==> src/verilog/sras_map.vh <==
// register map, field positions and timing constants for the serial access block
`ifndef SRAS_MAP_VH
`define SRAS_MAP_VH

`define SRAS_FRAME_BITS      6'd40
`define SRAS_ADDR_BITS       7
`define SRAS_DATA_BITS       32
`define SRAS_DIR_READ        1'b1
// eeprom / shadow addresses
`define SRAS_EE_FIRST        7'h0B
`define SRAS_EE_LAST         7'h0F
`define SRAS_SH_FIRST        7'h1B
`define SRAS_SH_LAST         7'h1F
// free-space eeprom needs no access code
`define SRAS_FREE_FIRST      7'h00
`define SRAS_FREE_LAST       7'h0A
// access code register and key (key value arbitrary)
`define SRAS_ACCESS_ADDR     7'h2F
`define SRAS_ACCESS_KEY      32'h5A5A_C0DE
// window selection in word 0x0F
`define SRAS_BYPASS_BIT      24
`define SRAS_N_MSB           23
`define SRAS_N_LSB           14
`define SRAS_N_MIN           10'h004
// ecc status field of a non-volatile read
`define SRAS_ECC_MSB         27
`define SRAS_ECC_LSB         26
`define SRAS_ECC_NONE        2'h0
`define SRAS_ECC_FIXED       2'h1
`define SRAS_ECC_FAIL        2'h2
`define SRAS_EE_DATA_MSB     25
// serial clock limits, in kHz
`define SRAS_SPI_MAX_KHZ     10000
`define SRAS_TWI_MAX_KHZ     1000

`endif

==> src/verilog/sras_sync2.v <==
// two-stage reset release synchroniser
`timescale 1ns/1ps
module sras_sync2 (
    input  wire clk_i,
    input  wire arst_n_i,
    output reg  rst_n_o
);
    reg stage1;

    always @(posedge clk_i or negedge arst_n_i) begin
        if (!arst_n_i) begin
            stage1  <= 1'b0;
            rst_n_o <= 1'b0;
        end else begin
            stage1  <= 1'b1;
            rst_n_o <= stage1;
        end
    end
endmodule

==> src/verilog/sras_top.v <==
// spi register access with shadow registers and rms window selection
`timescale 1ns/1ps
`include "sras_map.vh"

// Notes on behaviour
// - bypass clear: window from voltage zero crossings
// - bypass set: stored count is the window
// - fixed counts below four become four
// - spi only, serial clock up to 10 mhz
// - data output driven even with select high
// - direction bit high reads, low writes
// - response word carries previous command result
// - writes store 32 bits, reads ignore them
// - customer eeprom writes need the access code
// - free-space eeprom writes always accepted
// - reads allowed always, code irrelevant
// - power-up copies eeprom into shadows
// - shadow writes act at once
// - shadow writes lost on reset
// - eeprom reads return 26 data bits with ecc
// - ecc status 00 ok, 01 fixed, 10 failed
module sras_top (
    input  wire        clk_i,
    input  wire        arst_n_i,
    input  wire        sclk_i,
    input  wire        cs_n_i,
    input  wire        mosi_i,
    input  wire        vzc_i,
    input  wire [31:0] nv_word0_i,
    input  wire [31:0] nv_word1_i,
    input  wire [31:0] nv_word2_i,
    input  wire [31:0] nv_word3_i,
    input  wire [31:0] nv_word4_i,
    input  wire [1:0]  nv_ecc_i,
    output reg         miso_o,
    output reg         miso_oe_n_o,
    output reg         nv_wr_o,
    output reg  [2:0]  nv_wr_idx_o,
    output reg  [31:0] nv_wr_data_o,
    output reg         free_wr_o,
    output reg  [6:0]  free_wr_addr_o,
    output reg  [31:0] free_wr_data_o,
    output reg         access_open_o,
    output reg         win_dynamic_o,
    output reg  [9:0]  win_len_o,
    output reg         win_end_o
);
    // ****************************************************************
    // reset release
    // ****************************************************************
    wire rst_n;

    sras_sync2 u_sync (
        .clk_i    (clk_i),
        .arst_n_i (arst_n_i),
        .rst_n_o  (rst_n)
    );

    // ****************************************************************
    // shadow copy and power-up load
    // ****************************************************************
    reg  [31:0] shadow [0:4];
    reg         loaded;
    reg  [31:0] nv_sel;
    reg  [9:0]  next_len;
    wire [31:0] cfg = shadow[4];
    integer     k;

    // inputs are sampled on clk, so sclk edges are found by comparison
    reg  sclk_d;
    reg  vzc_d;
    // limitation: clk must run about eight times sclk or faster
    wire sclk_rise = sclk_i & ~sclk_d;
    wire sclk_fall = ~sclk_i & sclk_d;

    reg  [5:0]  bit_cnt;
    reg  [39:0] rx_sr;
    reg  [31:0] tx_sr;
    reg  [31:0] resp;
    reg  [9:0]  win_cnt;

    wire [39:0] rx_next = {rx_sr[38:0], mosi_i};
    wire [6:0]  f_addr  = rx_next[39:33];
    wire        f_read  = rx_next[32] == `SRAS_DIR_READ;
    wire [31:0] f_data  = rx_next[31:0];
    wire        f_done  = sclk_rise & ~cs_n_i & (bit_cnt == `SRAS_FRAME_BITS - 6'd1);
    wire        in_ee   = f_addr >= `SRAS_EE_FIRST && f_addr <= `SRAS_EE_LAST;
    wire        in_sh   = f_addr >= `SRAS_SH_FIRST && f_addr <= `SRAS_SH_LAST;
    wire        in_free = f_addr <= `SRAS_FREE_LAST;
    wire [2:0]  ee_idx  = f_addr[2:0] - 3'd3;

    always @* begin
        case (ee_idx)
            3'd0:    nv_sel = nv_word0_i;
            3'd1:    nv_sel = nv_word1_i;
            3'd2:    nv_sel = nv_word2_i;
            3'd3:    nv_sel = nv_word3_i;
            default: nv_sel = nv_word4_i;
        endcase
    end

    always @* begin
        next_len = cfg[`SRAS_N_MSB:`SRAS_N_LSB];
        if (next_len < `SRAS_N_MIN) begin
            next_len = `SRAS_N_MIN;
        end
    end

    // ****************************************************************
    // serial frame engine
    // ****************************************************************
    always @(posedge clk_i or negedge rst_n) begin
        if (!rst_n) begin
            for (k = 0; k < 5; k = k + 1) begin
                shadow[k] <= 32'h0000_0000;
            end
            loaded         <= 1'b0;
            sclk_d         <= 1'b0;
            vzc_d          <= 1'b0;
            bit_cnt        <= 6'h00;
            rx_sr          <= 40'h00_0000_0000;
            tx_sr          <= 32'h0000_0000;
            resp           <= 32'h0000_0000;
            miso_o         <= 1'b0;
            miso_oe_n_o    <= 1'b0;
            nv_wr_o        <= 1'b0;
            nv_wr_idx_o    <= 3'h0;
            nv_wr_data_o   <= 32'h0000_0000;
            free_wr_o      <= 1'b0;
            free_wr_addr_o <= 7'h00;
            free_wr_data_o <= 32'h0000_0000;
            access_open_o  <= 1'b0;
        end else begin
            sclk_d      <= sclk_i;
            vzc_d       <= vzc_i;
            nv_wr_o     <= 1'b0;
            free_wr_o   <= 1'b0;
            miso_oe_n_o <= 1'b0;
            if (!loaded) begin
                shadow[0] <= nv_word0_i;
                shadow[1] <= nv_word1_i;
                shadow[2] <= nv_word2_i;
                shadow[3] <= nv_word3_i;
                shadow[4] <= nv_word4_i;
                loaded    <= 1'b1;
            end
            if (cs_n_i) begin
                // frame aborted or idle: realign; miso keeps its last level
                bit_cnt <= 6'h00;
            end else if (sclk_rise) begin
                rx_sr   <= rx_next;
                bit_cnt <= f_done ? 6'h00 : bit_cnt + 6'd1;
                if (bit_cnt == 6'd7) begin
                    tx_sr <= resp;
                end
            end else if (sclk_fall && bit_cnt >= 6'd8) begin
                miso_o <= tx_sr[31];
                tx_sr  <= {tx_sr[30:0], 1'b0};
            end
            if (f_done) begin
                if (f_read) begin
                    if (in_ee) begin
                        resp <= {4'h0, nv_ecc_i, nv_sel[`SRAS_EE_DATA_MSB:0]};
                    end else if (in_sh) begin
                        resp <= shadow[ee_idx];
                    end else if (f_addr == `SRAS_ACCESS_ADDR) begin
                        resp <= {31'h0000_0000, access_open_o};
                    end else begin
                        resp <= 32'h0000_0000;
                    end
                end else begin
                    resp <= 32'h0000_0000;
                    if (f_addr == `SRAS_ACCESS_ADDR) begin
                        access_open_o <= f_data == `SRAS_ACCESS_KEY;
                    end else if (in_sh) begin
                        shadow[ee_idx] <= f_data;
                    end else if (in_ee && access_open_o) begin
                        nv_wr_o      <= 1'b1;
                        nv_wr_idx_o  <= ee_idx;
                        nv_wr_data_o <= f_data;
                    end else if (in_free) begin
                        free_wr_o      <= 1'b1;
                        free_wr_addr_o <= f_addr;
                        free_wr_data_o <= f_data;
                    end
                end
            end
        end
    end

    // ****************************************************************
    // rms window framing
    // ****************************************************************
    always @(posedge clk_i or negedge rst_n) begin
        if (!rst_n) begin
            win_dynamic_o <= 1'b1;
            win_len_o     <= `SRAS_N_MIN;
            win_end_o     <= 1'b0;
            win_cnt       <= 10'h000;
        end else begin
            win_dynamic_o <= ~cfg[`SRAS_BYPASS_BIT];
            win_len_o     <= next_len;
            win_end_o     <= 1'b0;
            if (!cfg[`SRAS_BYPASS_BIT]) begin
                // one window per rising voltage zero crossing
                win_cnt   <= 10'h000;
                win_end_o <= vzc_i & ~vzc_d;
            end else if (win_cnt + 10'd1 >= next_len) begin
                win_cnt   <= 10'h000;
                win_end_o <= 1'b1;
            end else begin
                win_cnt <= win_cnt + 10'd1;
            end
        end
    end
endmodule

==> config.mk <==
export PLATFORM = sky130hd
export DESIGN_NAME = sras_top
export DESIGN_NICKNAME = d
export VERILOG_FILES = /design/src/verilog/sras_sync2.v /design/src/verilog/sras_top.v
export VERILOG_INCLUDE_DIRS = /design/src /design/src/verilog
export SDC_FILE = /design/constraint.sdc
export NUM_CORES = 1
export LEC_CHECK = 0
export BUFFER_PORTS_ARGS = -buffer_cell sky130_fd_sc_hd__clkbuf_2
export CAP_MARGIN = 20
export CORE_ASPECT_RATIO = 0.75
export CORE_MARGIN = 10
export CORE_UTILIZATION = 45
export DETAILED_ROUTE_END_ITERATION = 16
export PLACE_DENSITY_LB_ADDON = 0.2
export SETUP_SLACK_MARGIN = 0.2
export SYNTH_ARGS = -nofsm -noshare
export SYNTH_HDL_FRONTEND = slang
export SYNTH_HIERARCHICAL = 1
export SYNTH_SLANG_ARGS = --single-unit
==> constraint.sdc <==
create_clock -name clk_i -period 12.08 [get_ports clk_i]
set_input_delay 0.604 -clock clk_i [delete_from_list [all_inputs] [get_ports clk_i]]
set_output_delay 0.604 -clock clk_i [all_outputs]
set_load 0.005 [all_outputs]
Word-level counts from Yosys, hierarchy flattened:

Index checks and enable logic that the tools add are counted.

* flip-flop bits (word level): 374
* input bits: 168
* output and inout port bits: 91
* word-level logic and storage cells: 115

* $add $sub $neg: 3
* order comparisons: 10
* equality and inequality tests: 8
* muxes and demuxes: 38
* bitwise gates (word level): 16
* reduce and logical (&&, ||, !) cells: 14

Operators by type and width (number)
* two-way mux 160 bit: 5
* two-way mux 32 bit: 9
* bitwise mux 160 bit: 1
* case mux 26 bit (4 select lines): 1
* binary-select mux 32 bit (select 3 bit): 1
* demux 32 bit (select 3 bit): 1
* equality test 32 x 31 -> 1 bit, second input constant: 1
* two-way mux 10 bit: 3
* two-way mux 6 bit: 3
* <= comparator 7 x 4 -> 1 bit, second input constant: 2
* two-way mux 1 bit: 14
* adder 10 x 1 -> 10 bit, second input constant: 1
* >= comparator 10 bit: 1
* less-than comparator 10 x 3 -> 1 bit, second input constant: 1
* NOT 1 bit: 10
* AND reduction 3 bit: 3
* equality test 7 x 6 -> 1 bit, second input constant: 1
* >= comparator 7 x 4 -> 1 bit, second input constant: 1
* >= comparator 7 x 5 -> 1 bit, second input constant: 1
* <= comparator 7 x 5 -> 1 bit, second input constant: 1
* adder 6 x 1 -> 6 bit, second input constant: 1
* equality test 3 x 2 -> 1 bit, second input constant: 2
* equality test 6 x 3 -> 1 bit, second input constant: 1
* equality test 6 bit, second input constant: 1
* 14 further kinds: 23

Longest topological paths before layout:

Gate-level depths: netlist of run 1.

* depth in word-level cells: 11
* mapped depth: 11
* depth with buffers taken out: 9

Modules after synthesis:

The synthesis of run 1 kept the hierarchy.

Modules (own cells, without submodules)
* sras_top: times used 1, cells an instance 1778, area each 18743.0 µm², seq. area each 9311.4 µm²
* sras_sync2: times used 1, cells an instance 3, area each 53.8 µm², seq. area each 50.0 µm²

Least setup slack after synthesis of run 1:

No wires, ideal clock.

* path type: register -> register
* from: reg rx_sr[32]
* to: reg resp[28]
* setup time: 95 ps
* arrival: 2516 ps
* data required time: 11985 ps
* setup slack: 9469 ps
* cell stages (with the launch flop): 12
* path buffers: 5
* clock period less this slack: 2611 ps
* cells stage by stage: dfrtp_1 -> clkbuf_1 -> inv_1 -> clkbuf_1 -> ha_1 -> clkbuf_1 -> clkbuf_1 -> clkbuf_1 -> a21oi_1 -> a21oi_1 -> a31oi_1 -> o31ai_1

* word-level cells in the longest chain between the ends: 8
* elaborated cells on any way between the ends: 14
* those cells by class: add/sub: 1; order compare: 4; mux: 6; bitwise: 1; reduce/logical: 2

RTL lines
* start, declared: line sras_top.v:77 `reg [39:0] rx_sr;`
* start signal, assigned: line sras_top.v:151 `rx_sr <= rx_next;`
* subtractor 3 x 2 -> 3 bit: line sras_top.v:90 `wire [2:0] ee_idx = f_addr[2:0] - 3'd3;`
* named net ee_idx[0]: line sras_top.v:90
* NOT 3 -> 4 bit (implied by the code): line sras_top.v:165 `resp <= shadow[ee_idx];`
* binary-select mux 32 bit (select 3 bit): line sras_top.v:165
* two-way mux 32 bit (implied by the code) (2 in series): line sras_top.v:165
* two-way mux 32 bit: line sras_top.v:164 `end else if (in_sh) begin`
* two-way mux 32 bit: line sras_top.v:162 `if (in_ee) begin`
* two-way mux 32 bit: line sras_top.v:161 `if (f_read) begin`
* end signal, assigned: line sras_top.v:163 `` resp <= {4'h0, nv_ecc_i, nv_sel[`SRAS_EE_DATA_MSB:0]}; ``
* end signal, assigned: line sras_top.v:165
* end signal, assigned: line sras_top.v:167 `resp <= {31'h0000_0000, access_open_o};`
* end, declared: line sras_top.v:79 `reg [31:0] resp;`

The timed path passes the listed nets, and every way through them passes these cells. The select of a mux whose other input is x is not followed.
A chain may end at the register's enable or synchronous reset.

Final worst setup path of run 1:

* from: reg rx_sr[32]
* to: reg shadow[60] (netlist name)

* word-level cells in the longest chain between the ends: 11
* elaborated cells on any way between the ends: 16
* those cells by class: add/sub: 1; order compare: 4; eq/ne: 1; mux: 7; bitwise: 1; reduce/logical: 2

RTL lines
* subtractor 3 x 2 -> 3 bit *: line sras_top.v:90
* named net ee_idx[1]: line sras_top.v:90
* NOT 3 -> 4 bit (implied by the code) *: line sras_top.v:176 `shadow[ee_idx] <= f_data;`
* >= comparator 4 bit (implied by the code) or less-than comparator 4 x 1 -> 1 bit (tied branches): line sras_top.v:176
* logical AND 1 bit (implied by the code): line sras_top.v:176
* two-way mux 32 bit (implied by the code): line sras_top.v:176
* demux 32 bit (select 3 bit) *: line sras_top.v:176
* bitwise mux 160 bit *: line sras_top.v:176
* two-way mux 160 bit *: line sras_top.v:175 `end else if (in_sh) begin`
* two-way mux 160 bit *: line sras_top.v:173 `` if (f_addr == `SRAS_ACCESS_ADDR) begin ``
* two-way mux 160 bit *: line sras_top.v:161
* two-way mux 160 bit *: line sras_top.v:160 `if (f_done) begin`
* end signal, assigned by index: line sras_top.v:176
* end, declared: line sras_top.v:62 `reg [31:0] shadow [0:4];`

Mark *: on every way through the listed nets, which the timed path passes. The rest lies on a longest branch.

==> key figures, run 1 <==
Run status
  – Result of the run: finished clean

Synth
  – Largest area contributor in the netlist: dfrtp_1
  – Sequential fraction of the synthesis area: between 40 and 50%
  – Post-synthesis register bit count: about 370
  – Commonest register cell after synthesis: dfrtp_1
  – Yosys warning count: 6
  – Synth Instances: 1781
  – Unique cell type count in the Yosys netlist: 60
  – Share of Yosys cell area claimed by the top area cell type: between 40% and 50%
  – Top-count cell post-synth: dfrtp_1
  – Total standard cell area after synthesis: between 15000 and 20000 µm²
  – Main area contributors after synthesis: dfrtp_1 50%, mux2_2 14%, mux2i_1 6.6%
  – Fraction of registers with async set/reset: 100.0%
  – Syn nets: just under 2000
  – Average footprint of a synthesized cell: between 10 and 15 µm²
  – Number of flops mapped to enable cells by yosys: 0
  – Most frequent cells after synthesis: 372 x dfrtp_1, 232 x mux2_2, 168 x a21oi_1

Route
  – Number of vias in the routed layout: roughly 15000
  – Final routed wire length divided by cell count: roughly 24 µm
  – Initial DRT Pass Iterations: 6
  – Residual antenna-violating net count after detailed routing: 0
  – Number of remaining DRC errors: 0
  – DRC marker count from the first detailed-route iteration: roughly 1700
  – Total detailed-routing wirelength: between 60 and 70 mm
  – Via density per instance: around 5.9

Setup path
  – Kind of launch point of the worst setup path: flip-flop
  – Maximum fanout count along the critical path: 48
  – Most common cell on crit path: buf_4
  – Worst Reg-to-Reg Cells: 8
  – Type of element capturing the critical path: flip-flop
  – Max stage delay cell, worst path: nand4_1
  – Crit Path Category: flip-flop to flip-flop
  – Data arrival time of the worst path: slightly below 5000 ps
  – Critical Path RT: approximately 12000 ps
  – Critical path cell sequence: buf_4, inv_1, ha_4, and3_1, nand4_1, buf_4, nor2_1, a21oi_1
  – Maximum cell stage delay along the critical path: between 800 and 900 ps

Floorplan
  – Initial cell density of the core: 45.85%
  – Chip Width: about 260 µm
  – IO Pins: between 200 and 300
  – Area enclosed by the die boundary: a little over 50000 µm²
  – Number of placement rows: 64
  – Core outline area: between 40000 and 50000 µm²
  – Die height: approximately 200 µm

CTS
  – CTS buffer count: 39
  – Post-CTS Setup Bufs: 0
  – Clk sink count: 374
  – Clock transition at the registers of the reported paths: approximately 60 ps
  – Maximum count of clock buffers along a single path: 3
  – Resized cells post-CTS: 0
  – CTS tree: built
  – CTS Root Buffer Type: clkbuf_16
  – H-tree levels: 2
  – Clock latency reported for the late side of the worst-skew pair: 540 ps

STA
  – Period utilization: 37.80%
  – Number of pins with negative max-slew slack in the final report: 0
  – Min Clock Period, post-route: around 4600 ps
  – Worst rel slew slack: 27.70%
  – RSZ-0062 raised after global routing: no
  – Layout Skew: 15.31 ps
  – Transition time of the tightest slew-check pin: between 1000 and 1500 ps
  – Final setup viols: 0
  – Fin. Hold Viols: 0
  – Setup ws final: roughly 7500 ps
  – Fmax: approximately 0.22 GHz
  – Sum of negative setup slack: 0 ps

Flow run
  – Total of max-cap violations: 0

GRT
  – Pin count of the biggest net entering global routing: approximately 180
  – Initial antenna violation count: 5
  – First-pass GRT wire length: 93.50 mm
  – Grt total ovfl: 0
  – Vias in the first global route: 14921
  – Global router's overall resource usage: a little under a quarter

Placed design
  – Placed standard-cell area: 20350 µm²
  – HPWL after detailed placement: roughly 41 mm
  – Final weighted congestion in routability-driven placement: 0.8944
  – PortBufs: 257
  – Post-placement cell count: approximately 2500
  – Worst slack at placement: about 7700 ps

Power
  – Power density over cell area: about 140 nW/µm²
  – Worst supply voltage drop on vdd: a little under 0.00008 V
  – Final Total Pwr: 0.002988 W
  – Leakage component of the power: 10.02 nW

Worst hold path
  – Type of the worst min-delay path: input port to flip-flop
  – WHS Path Cells: 1

Finish
  – Net count of the finished layout: roughly 2100
  – Area Overhead vs Synth: 14.92%
  – Area of all placed cells without fillers: 21600 µm²
  – Number of standard cells in the layout, taps in and fillers out: approximately 2500
  – Share of layout cells above drive strength 1: between 30 and 40%
  – Filler Cells Inserted: between 3000 and 4000
[cells by family (layout without fill, tap and decap cells)]
group	count (synthesis)	in the layout	synth area share (%)
mux	362	362	20.98
fa+ha+maj	19	19	1.265
other cells	3	5	0.05990
buf+inv	188	373	4.320
simple gates	399	399	9.372
xor+xnor	12	12	0.5591
flops	374	374	49.80
compound gates	424	424	13.64
[path summary, 6_finish.rpt]
check                                    start              to  slack [ps]
worst max-delay path                 rx_sr[32]      shadow[60]        7510
worst min-delay path                     vzc_i           vzc_d         200
worst max register to register       rx_sr[32]      shadow[60]        7510
worst min register to register   u_sync/stage1  u_sync/rst_n_o         350
max in group asynchronous       u_sync/rst_n_o     shadow[147]       10120
min in group asynchronous             arst_n_i  u_sync/rst_n_o         380
[final cells by class]
class,instances,area [µm²],share of cell area (%)
clock inverters,6,33.78,0.1564
flip-flops and latches,374,9373,43.39
inverters,19,71.32,0.3301
multi-input cells,1219,8695,40.25
clock buffers,59,1134,5.248
diodes,2,5.005,0.02317
repair buffers,289,1589,7.356
well taps,561,701.9,3.249
[registers in the layout, indices dropped and copies added (netlist names)]
signal,cells
shadow,128
rx_sr,39
cfg,32
free_wr_data_o,32
nv_wr_data_o,32
resp,32
tx_sr,32
win_cnt,10
win_len_o,10
free_wr_addr_o,7
bit_cnt,6
nv_wr_idx_o,3
access_open_o,1
free_wr_o,1
loaded,1
miso_o,1
nv_wr_o,1
sclk_d,1
u_sync/rst_n_o,1
u_sync/stage1,1
vzc_d,1
win_dynamic_o,1
win_end_o,1
[per-layer routing]
layer / vias to the layer above / track usage, % / share of wire (%) / wire length (µm)
met4: 0 / 6.841 / 2.3 / 1442
met1: 7456 / 34.34 / 45 / 27830
li1: 6638 / - / - / -
met5: - / 0 / 0 / 0
met3: 107 / 5.578 / 9.4 / 5788
met2: 706 / 34.74 / 43 / 26540
[cell usage in the layout (no fill, tap or decap), types with 14 or more instances in the layout]
| cell | n |
|---|---|
| a31oi_1 | 37 |
| dfrtp_1 | 369 |
| buf_4 | 27 |
| nand2_1 | 157 |
| clkbuf_2 | 257 |
| o21ai_0 | 76 |
| nand3_1 | 43 |
| clkbuf_1 | 14 |
| clkbuf_16 | 41 |
| inv_1 | 19 |
| a21oi_1 | 167 |
| o21bai_1 | 25 |
| ha_1 | 18 |
| mux2i_1 | 124 |
| nor2_1 | 140 |
| mux2_2 | 232 |
| a22oi_1 | 79 |
[worst max-delay path: cells and delay by family (launching register included)]
kind / cells / cell delay [ps]
flops: 1 / 730
fa+ha+maj: 1 / 700
buf+inv: 3 / 1690
compound gates: 1 / 60
simple gates: 3 / 1210
[power breakdown]
group / internal, W / switching, W
logic: 0.000172 / 0.000214
clock network: 0.000645 / 0.000501
registers: 0.00134 / 0.000115
total: 0.00216 / 0.000830
[per-stage QoR]
step | util, % | hold WS (ps)
final | 52.69 | 198.1
after global routing | 52.68 | 183.3
after CTS | 52.51 | 176.6
after detailed placement | 49.63 | 338.9
after global placement | 49.63 | 334.7
after floorplan | - | 308.4
[timing repair]
action,in CTS,in global routing
setup endpoints to repair,0,0
hold buffers,1,0
endpoints found under the hold margin,2,0
No activity file was read; power rests on OpenSTA's default activity.
==> run 2: changes to the inputs <==
==> constraint.sdc (replaced) <==
create_clock -name clk_i -period 3.65 [get_ports clk_i]
set_input_delay 0.1825 -clock clk_i [delete_from_list [all_inputs] [get_ports clk_i]]
set_output_delay 0.1825 -clock clk_i [all_outputs]
set_load 0.005 [all_outputs]
==> key figures, run 2 (synthesized netlist as in run 1, its figures left out) <==
Placed design
  – PortBufs: about 260
  – Worst slack at placement: 752.6 ps
  – HPWL after detailed placement: about 42 mm
  – Final weighted congestion in routability-driven placement: between 0.8 and 0.9
  – Post-placement cell count: ~2500

Route
  – Number of vias in the routed layout: about 15000
  – Number of remaining DRC errors: 0
  – DRC marker count from the first detailed-route iteration: approximately 1400
  – Final routed wire length divided by cell count: 23.40 µm
  – Total detailed-routing wirelength: 62.44 mm
  – Residual antenna-violating net count after detailed routing: 0
  – Via density per instance: just under 6
  – Initial DRT Pass Iterations: 5

Floorplan
  – Core outline area: 41000 µm²
  – IO Pins: 259
  – Die height: roughly 200 µm
  – Chip Width: about 260 µm
  – Initial cell density of the core: 45.85%
  – Area enclosed by the die boundary: 50430 µm²
  – Number of placement rows: 64

GRT
  – First-pass GRT wire length: 95.99 mm
  – Initial antenna violation count: 5
  – Vias in the first global route: 15865
  – Pin count of the biggest net entering global routing: 94
  – Global router's overall resource usage: between 20% and 30%
  – Grt total ovfl: 0

CTS
  – Clock transition at the registers of the reported paths: approximately 60 ps
  – CTS buffer count: between 40 and 50
  – H-tree levels: 2
  – CTS tree: built
  – Clk sink count: about 370
  – Clock latency reported for the late side of the worst-skew pair: 550 ps
  – CTS Root Buffer Type: clkbuf_16
  – Maximum count of clock buffers along a single path: 3

STA
  – Min Clock Period, post-route: 2962 ps
  – Fmax: 0.3376 GHz
  – Number of pins with negative max-slew slack in the final report: 0
  – Final setup viols: 0
  – Layout Skew: ~19 ps
  – Period utilization: 81.15%
  – Transition time of the tightest slew-check pin: approximately 900 ps
  – Setup ws final: between 600 and 700 ps
  – Worst rel slew slack: between 30% and 40%
  – Fin. Hold Viols: 0
  – RSZ-0062 raised after global routing: no

Finish
  – Most frequent standard cell in the layout excluding fill and tap cells: dfrtp_1
  – Share of layout cells above drive strength 1: between 30% and 40%
  – Regs by FF count: shadow (128), rx_sr (39)
  – Register bank with the most flops: shadow
  – Net count of the finished layout: around 2300
  – Number of standard cells in the layout, taps in and fillers out: about 2700
  – Most frequent cells in the layout: 369 x dfrtp_1, 257 x clkbuf_2, 232 x mux2_2
  – Area Overhead vs Synth: 22.70%
  – Flip-flop count of the largest register, all copies and words added: roughly 130

Power
  – Worst supply voltage drop on vdd: approximately 0.00029 V
  – Leakage component of the power: between 10 and 15 nW
  – Power density over cell area: about 450 nW/µm²
  – Final Total Pwr: ~0.010 W

Run status
  – Result of the run: finished clean

Setup path
  – Data arrival time of the worst path: between 3000 and 4000 ps
  – Crit Path Category: flip-flop to flip-flop
  – Critical Path RT: between 4000 and 5000 ps
  – Type of element capturing the critical path: flip-flop
  – Kind of launch point of the worst setup path: flip-flop
  – Maximum fanout count along the critical path: 23

Flow run
  – Total of max-cap violations: 0

Worst hold path
  – Type of the worst min-delay path: input port to flip-flop
==> run 2: changes by cell type in the layout (fill, tap and decap cells not counted), sizes merged <==
cell	before	now
dlygate4sd3	1	101
clkinvlp	0	1
buf	31	60
clkinv	5	4
bufinv	0	1
clkbuf	316	325
==> run 2: what timing repair did <==
action | 4_1_cts | 5_1_grt
resized for setup | 0 | 0
setup buffers | 0 | 0
endpoints found under the hold margin | 106 | 0
hold buffers | 101 | 0
==> run 2: report_power, final <==
group / switching [W] / internal [W]
logic: 0.000731 / 0.000660
registers: 0.000380 / 0.00444
clock network: 0.00170 / 0.00244
total: 0.00281 / 0.00754
==> run 2: stage by stage <==
step	hold slack (ps)	cell area [µm²]	util (%)	setup TNS, ps
floorplan	-113.1	18800	-	-12350
global placement	-31.53	20710	50.51	0
detailed placement	-29.13	20710	50.51	0
CTS	6.546	23060	56.24	0
global route	16.66	23060	56.24	0
finish	23.36	23060	56.25	0
==> run 2: final cells by class <==
class / instances / area [µm²]
repair buffers: 418 / 2873
fillers: 3527 / 17940
clock inverters: 7 / 70.07
diodes: 2 / 5.005
clock buffers: 68 / 1270
flip-flops and latches: 374 / 9373
well taps: 561 / 701.9
multi-input cells: 1219 / 8700
inverters: 19 / 71.32
==> run 2: final timing paths <==
check	start	endpoint	slack (ps)	cells after the start
setup / recovery	bit_cnt[0]	shadow[158]	690	7
hold / removal	nv_word0_i[29]	shadow[157]	20	3
setup reg to reg	bit_cnt[0]	shadow[158]	690	7
hold reg to reg	u_sync/stage1	u_sync/rst_n_o	350	0
max in group asynchronous	u_sync/rst_n_o	shadow[141]	2180	1
min in group asynchronous	u_sync/rst_n_o	shadow[35]	430	0
==> run 2: per-layer routing <==
metal  routed length, µm  vias to the layer above  track usage [%]
met2               27310                      738            36.03
met4                1561                        4            7.039
met1               27230                     7676            33.58
met5                  27                        -                0
li1                    -                     6926                -
met3                6312                      123            7.314
==> run 2: worst max-delay path, stage by stage (launching register included) <==
cell	delay (ps)
dfrtp_1	400
ha_1	230
nor4bb_1	500
and3_1	440
nand3_1	240
nor3_4	180
buf_4	440
mux2_2	390
==> run 3: changes to the inputs <==
--- a/config.mk
+++ b/config.mk
@@ -6,6 +6,7 @@
 export SDC_FILE = /design/constraint.sdc
 export NUM_CORES = 1
 export LEC_CHECK = 0
+export ABC_AREA = 1
 export BUFFER_PORTS_ARGS = -buffer_cell sky130_fd_sc_hd__clkbuf_2
 export CAP_MARGIN = 20
 export CORE_ASPECT_RATIO = 0.75
==> constraint.sdc (replaced) <==
create_clock -name clk_i -period 2.39 [get_ports clk_i]
set_input_delay 0.1195 -clock clk_i [delete_from_list [all_inputs] [get_ports clk_i]]
set_output_delay 0.1195 -clock clk_i [all_outputs]
set_load 0.005 [all_outputs]
==> key figures, run 3 <==
GRT
  – Pin count of the biggest net entering global routing: between 100 and 150
  – Global router's overall resource usage: around 28%
  – First-pass GRT wire length: 117.0 mm
  – Vias in the first global route: around 20000
  – Initial antenna violation count: 11
  – Grt total ovfl: 0

Route
  – Initial DRT Pass Iterations: 8
  – Number of vias in the routed layout: about 21000
  – Met3 wire length: 8.074 mm
  – Total detailed-routing wirelength: between 70 and 80 mm
  – Max Used Layer: met5
  – Amount of wire on met2 after detailed routing: about 34 mm
  – DRC marker count from the first detailed-route iteration: about 2500
  – Via density per instance: 5.518
  – Residual antenna-violating net count after detailed routing: 0
  – Number of remaining DRC errors: 0
  – Final routed wire length divided by cell count: between 20 and 25 µm
  – M1 WL: about 32 mm

STA
  – Fin. Hold Viols: 0
  – Worst rel slew slack: 53.26%
  – Min Clock Period, post-route: between 2000 and 2500 ps
  – Layout Skew: around 15 ps
  – Sum of negative setup slack: 0 ps
  – RSZ-0062 raised after global routing: yes
  – Period utilization: between 90% and 100%
  – Number of pins with negative max-slew slack in the final report: 0
  – Transition time of the tightest slew-check pin: around 700 ps
  – Fmax: roughly 0.42 GHz
  – Final setup viols: 0

Synth
  – Total standard cell area after synthesis: 20220 µm²
  – Post-synthesis register bit count: between 300 and 400
  – Synth Instances: 2757
  – Average footprint of a synthesized cell: 7.333 µm²
  – Fraction of registers with async set/reset: 100.0%
  – Yosys warning count: 6
  – Number of flops mapped to enable cells by yosys: 0
  – Main area contributors after synthesis: dfrtp_1 46%, nand2_1 16%, o21ai_1 4.8%
  – Unique cell type count in the Yosys netlist: 42
  – Top-count cell post-synth: nand2_1
  – Largest area contributor in the netlist: dfrtp_1
  – Most frequent cells after synthesis: 850 x nand2_1, 372 x dfrtp_1, 255 x inv_1
  – Commonest register cell after synthesis: dfrtp_1
  – Share of Yosys cell area claimed by the top area cell type: between 40% and 50%
  – Sequential fraction of the synthesis area: between 40% and 50%
  – Syn nets: between 2000 and 3000

CTS
  – H-tree levels: 2
  – Clock transition at the registers of the reported paths: around 60 ps
  – Clock latency reported for the late side of the worst-skew pair: approximately 560 ps
  – CTS Root Buffer Type: clkbuf_16
  – CTS buffer count: 41
  – Clk sink count: 374
  – Maximum count of clock buffers along a single path: 3
  – CTS tree: built

Worst hold path
  – WHS Path Cells: 5
  – Type of the worst min-delay path: input port to flip-flop

Setup path
  – Max stage delay cell, worst path: dfrtp_1
  – Maximum cell stage delay along the critical path: between 400 and 500 ps
  – Type of element capturing the critical path: flip-flop
  – Buf+Inv Stages, Crit Path: 3
  – Crit path depth: 12
  – Kind of launch point of the worst setup path: flip-flop
  – Critical Path RT: around 2800 ps
  – Data arrival time of the worst path: 2800 ps
  – Crit Path Category: flip-flop to flip-flop
  – Worst Reg-to-Reg Cells: 12
  – Top cell family by delay on the critical path: compound AO/OA/AOI/OAI gates
  – Critical path cell sequence: buf_6, nand3_4, o31ai_1, nand2_2, inv_1, ha_4, a21oi_2, o21a_1, nand4_1, buf_6, nand2_4, nand2_2
  – Maximum fanout count along the critical path: 6

Flow run
  – Total of max-cap violations: 0

Placed design
  – HPWL after detailed placement: roughly 50 mm
  – Placed standard-cell area: around 22000 µm²
  – Final weighted congestion in routability-driven placement: about 0.94
  – PortBufs: roughly 260

Floorplan
  – Die height: about 200 µm
  – Area enclosed by the die boundary: about 54000 µm²
  – Core outline area: around 45000 µm²
  – Chip Width: ~260 µm
  – IO Pins: between 200 and 300
  – Initial cell density of the core: between 40% and 50%
  – Number of placement rows: 67

Finish
  – Most frequent cells in the layout: 835 x nand2_1, 366 x dfrtp_1, 257 x clkbuf_2
  – Layout Utilization: 58.91%
  – Area of all placed cells without fillers: approximately 26000 µm²
  – Most frequent standard cell in the layout excluding fill and tap cells: nand2_1
  – Register bank with the most flops: shadow
  – Share of layout cells above drive strength 1: between 10% and 20%
  – Flip-flop count of the largest register, all copies and words added: ~130
  – Area Overhead vs Synth: 29.70%
  – Filler Cells Inserted: around 4000
  – Net count of the finished layout: between 3000 and 4000
  – Regs by FF count: shadow (128), rx_sr (39)

Run status
  – Result of the run: finished clean

Power
  – Leakage component of the power: around 14 nW
  – Power density over cell area: a little over 700 nW/µm²
  – Worst supply voltage drop on vdd: between 0.0004 and 0.0005 V
[run 3: worst reg2reg max path: cells and delay by family, from the launching register on]
family,cells,cell delay (ps)
and+or+nand+nor,5,550
DFF,1,410
buffers and inverters,3,460
AOI/OAI and AO/OA,3,620
adders and majority gates,1,210
[run 3: final timing paths]
check,from,endpoint,slack (ps)
max in group asynchronous,u_sync/rst_n_o,win_dynamic_o,1210
hold / removal,nv_word1_i[12],shadow[108],10
hold reg to reg,u_sync/rst_n_o,shadow[77],350
setup / recovery,win_cnt[0],win_end_o,30
min in group asynchronous,u_sync/rst_n_o,shadow[77],350
setup reg to reg,win_cnt[0],win_end_o,30
[run 3: routing by layer]
metal	up-vias	GRT usage [%]
li1	9733	-
met3	215	7.016
met4	2	13.13
met5	-	0
met2	1109	42.08
met1	9858	36.56
[run 3: kinds of logic (layout without fill, tap and decap cells)]
family,count (synthesis),count (layout),synth area share [%]
buffers and inverters,456,889,9.314
flip-flops,374,374,46.30
adder cells (fa/ha/maj),19,19,1.176
multiplexers,12,12,0.6684
AND/OR/NAND/NOR,1377,1378,29.36
AO/OA/AOI/OAI,509,509,12.82
XOR/XNOR,7,7,0.3032
other,3,17,0.05569
[run 3: power by group]
group	internal (W)	total [W]	switching [W]
logic	0.00170	0.00509	0.00339
registers	0.00680	0.00709	0.000290
clock network	0.00362	0.00634	0.00272
total	0.0121	0.0185	0.00640
[run 3: final cells by class]
class	count	area, µm²	share of cell area, %
Inverter	265	1001	3.817
Tap cell	586	733.2	2.796
Clock inverter	15	155.1	0.5917
Antenna cell	14	35.03	0.1336
Clock buffer	59	1164	4.437
Sequential cell	374	9374	35.75
Timing Repair Buffer	550	4443	16.94
Multi-Input combinational cell	1928	9318	35.53
[run 3: per-stage QoR]
step                      worst slack, ps  cells  total power, W  hold slack [ps]
after global placement              47.77   3500         0.01151           -94.98
final                               27.47   3791         0.01852            13.77
after global routing               -97.95   3790         0.01929            18.85
after detailed placement           -13.43   3500         0.01160           -92.70
after CTS                           187.7   3756         0.01826           0.5890
after floorplan                     -1293   2757        0.009712           -176.1
[run 3: timing repair]
action / in CTS / in global routing
hold buffers: 162 / 0
gates resized for setup: 41 / 53
setup endpoints to repair: 266 / 201
gates cloned: 5 / 2
pin swaps: 13 / 18
setup buffers: 15 / 19
endpoints found under the hold margin: 176 / 0
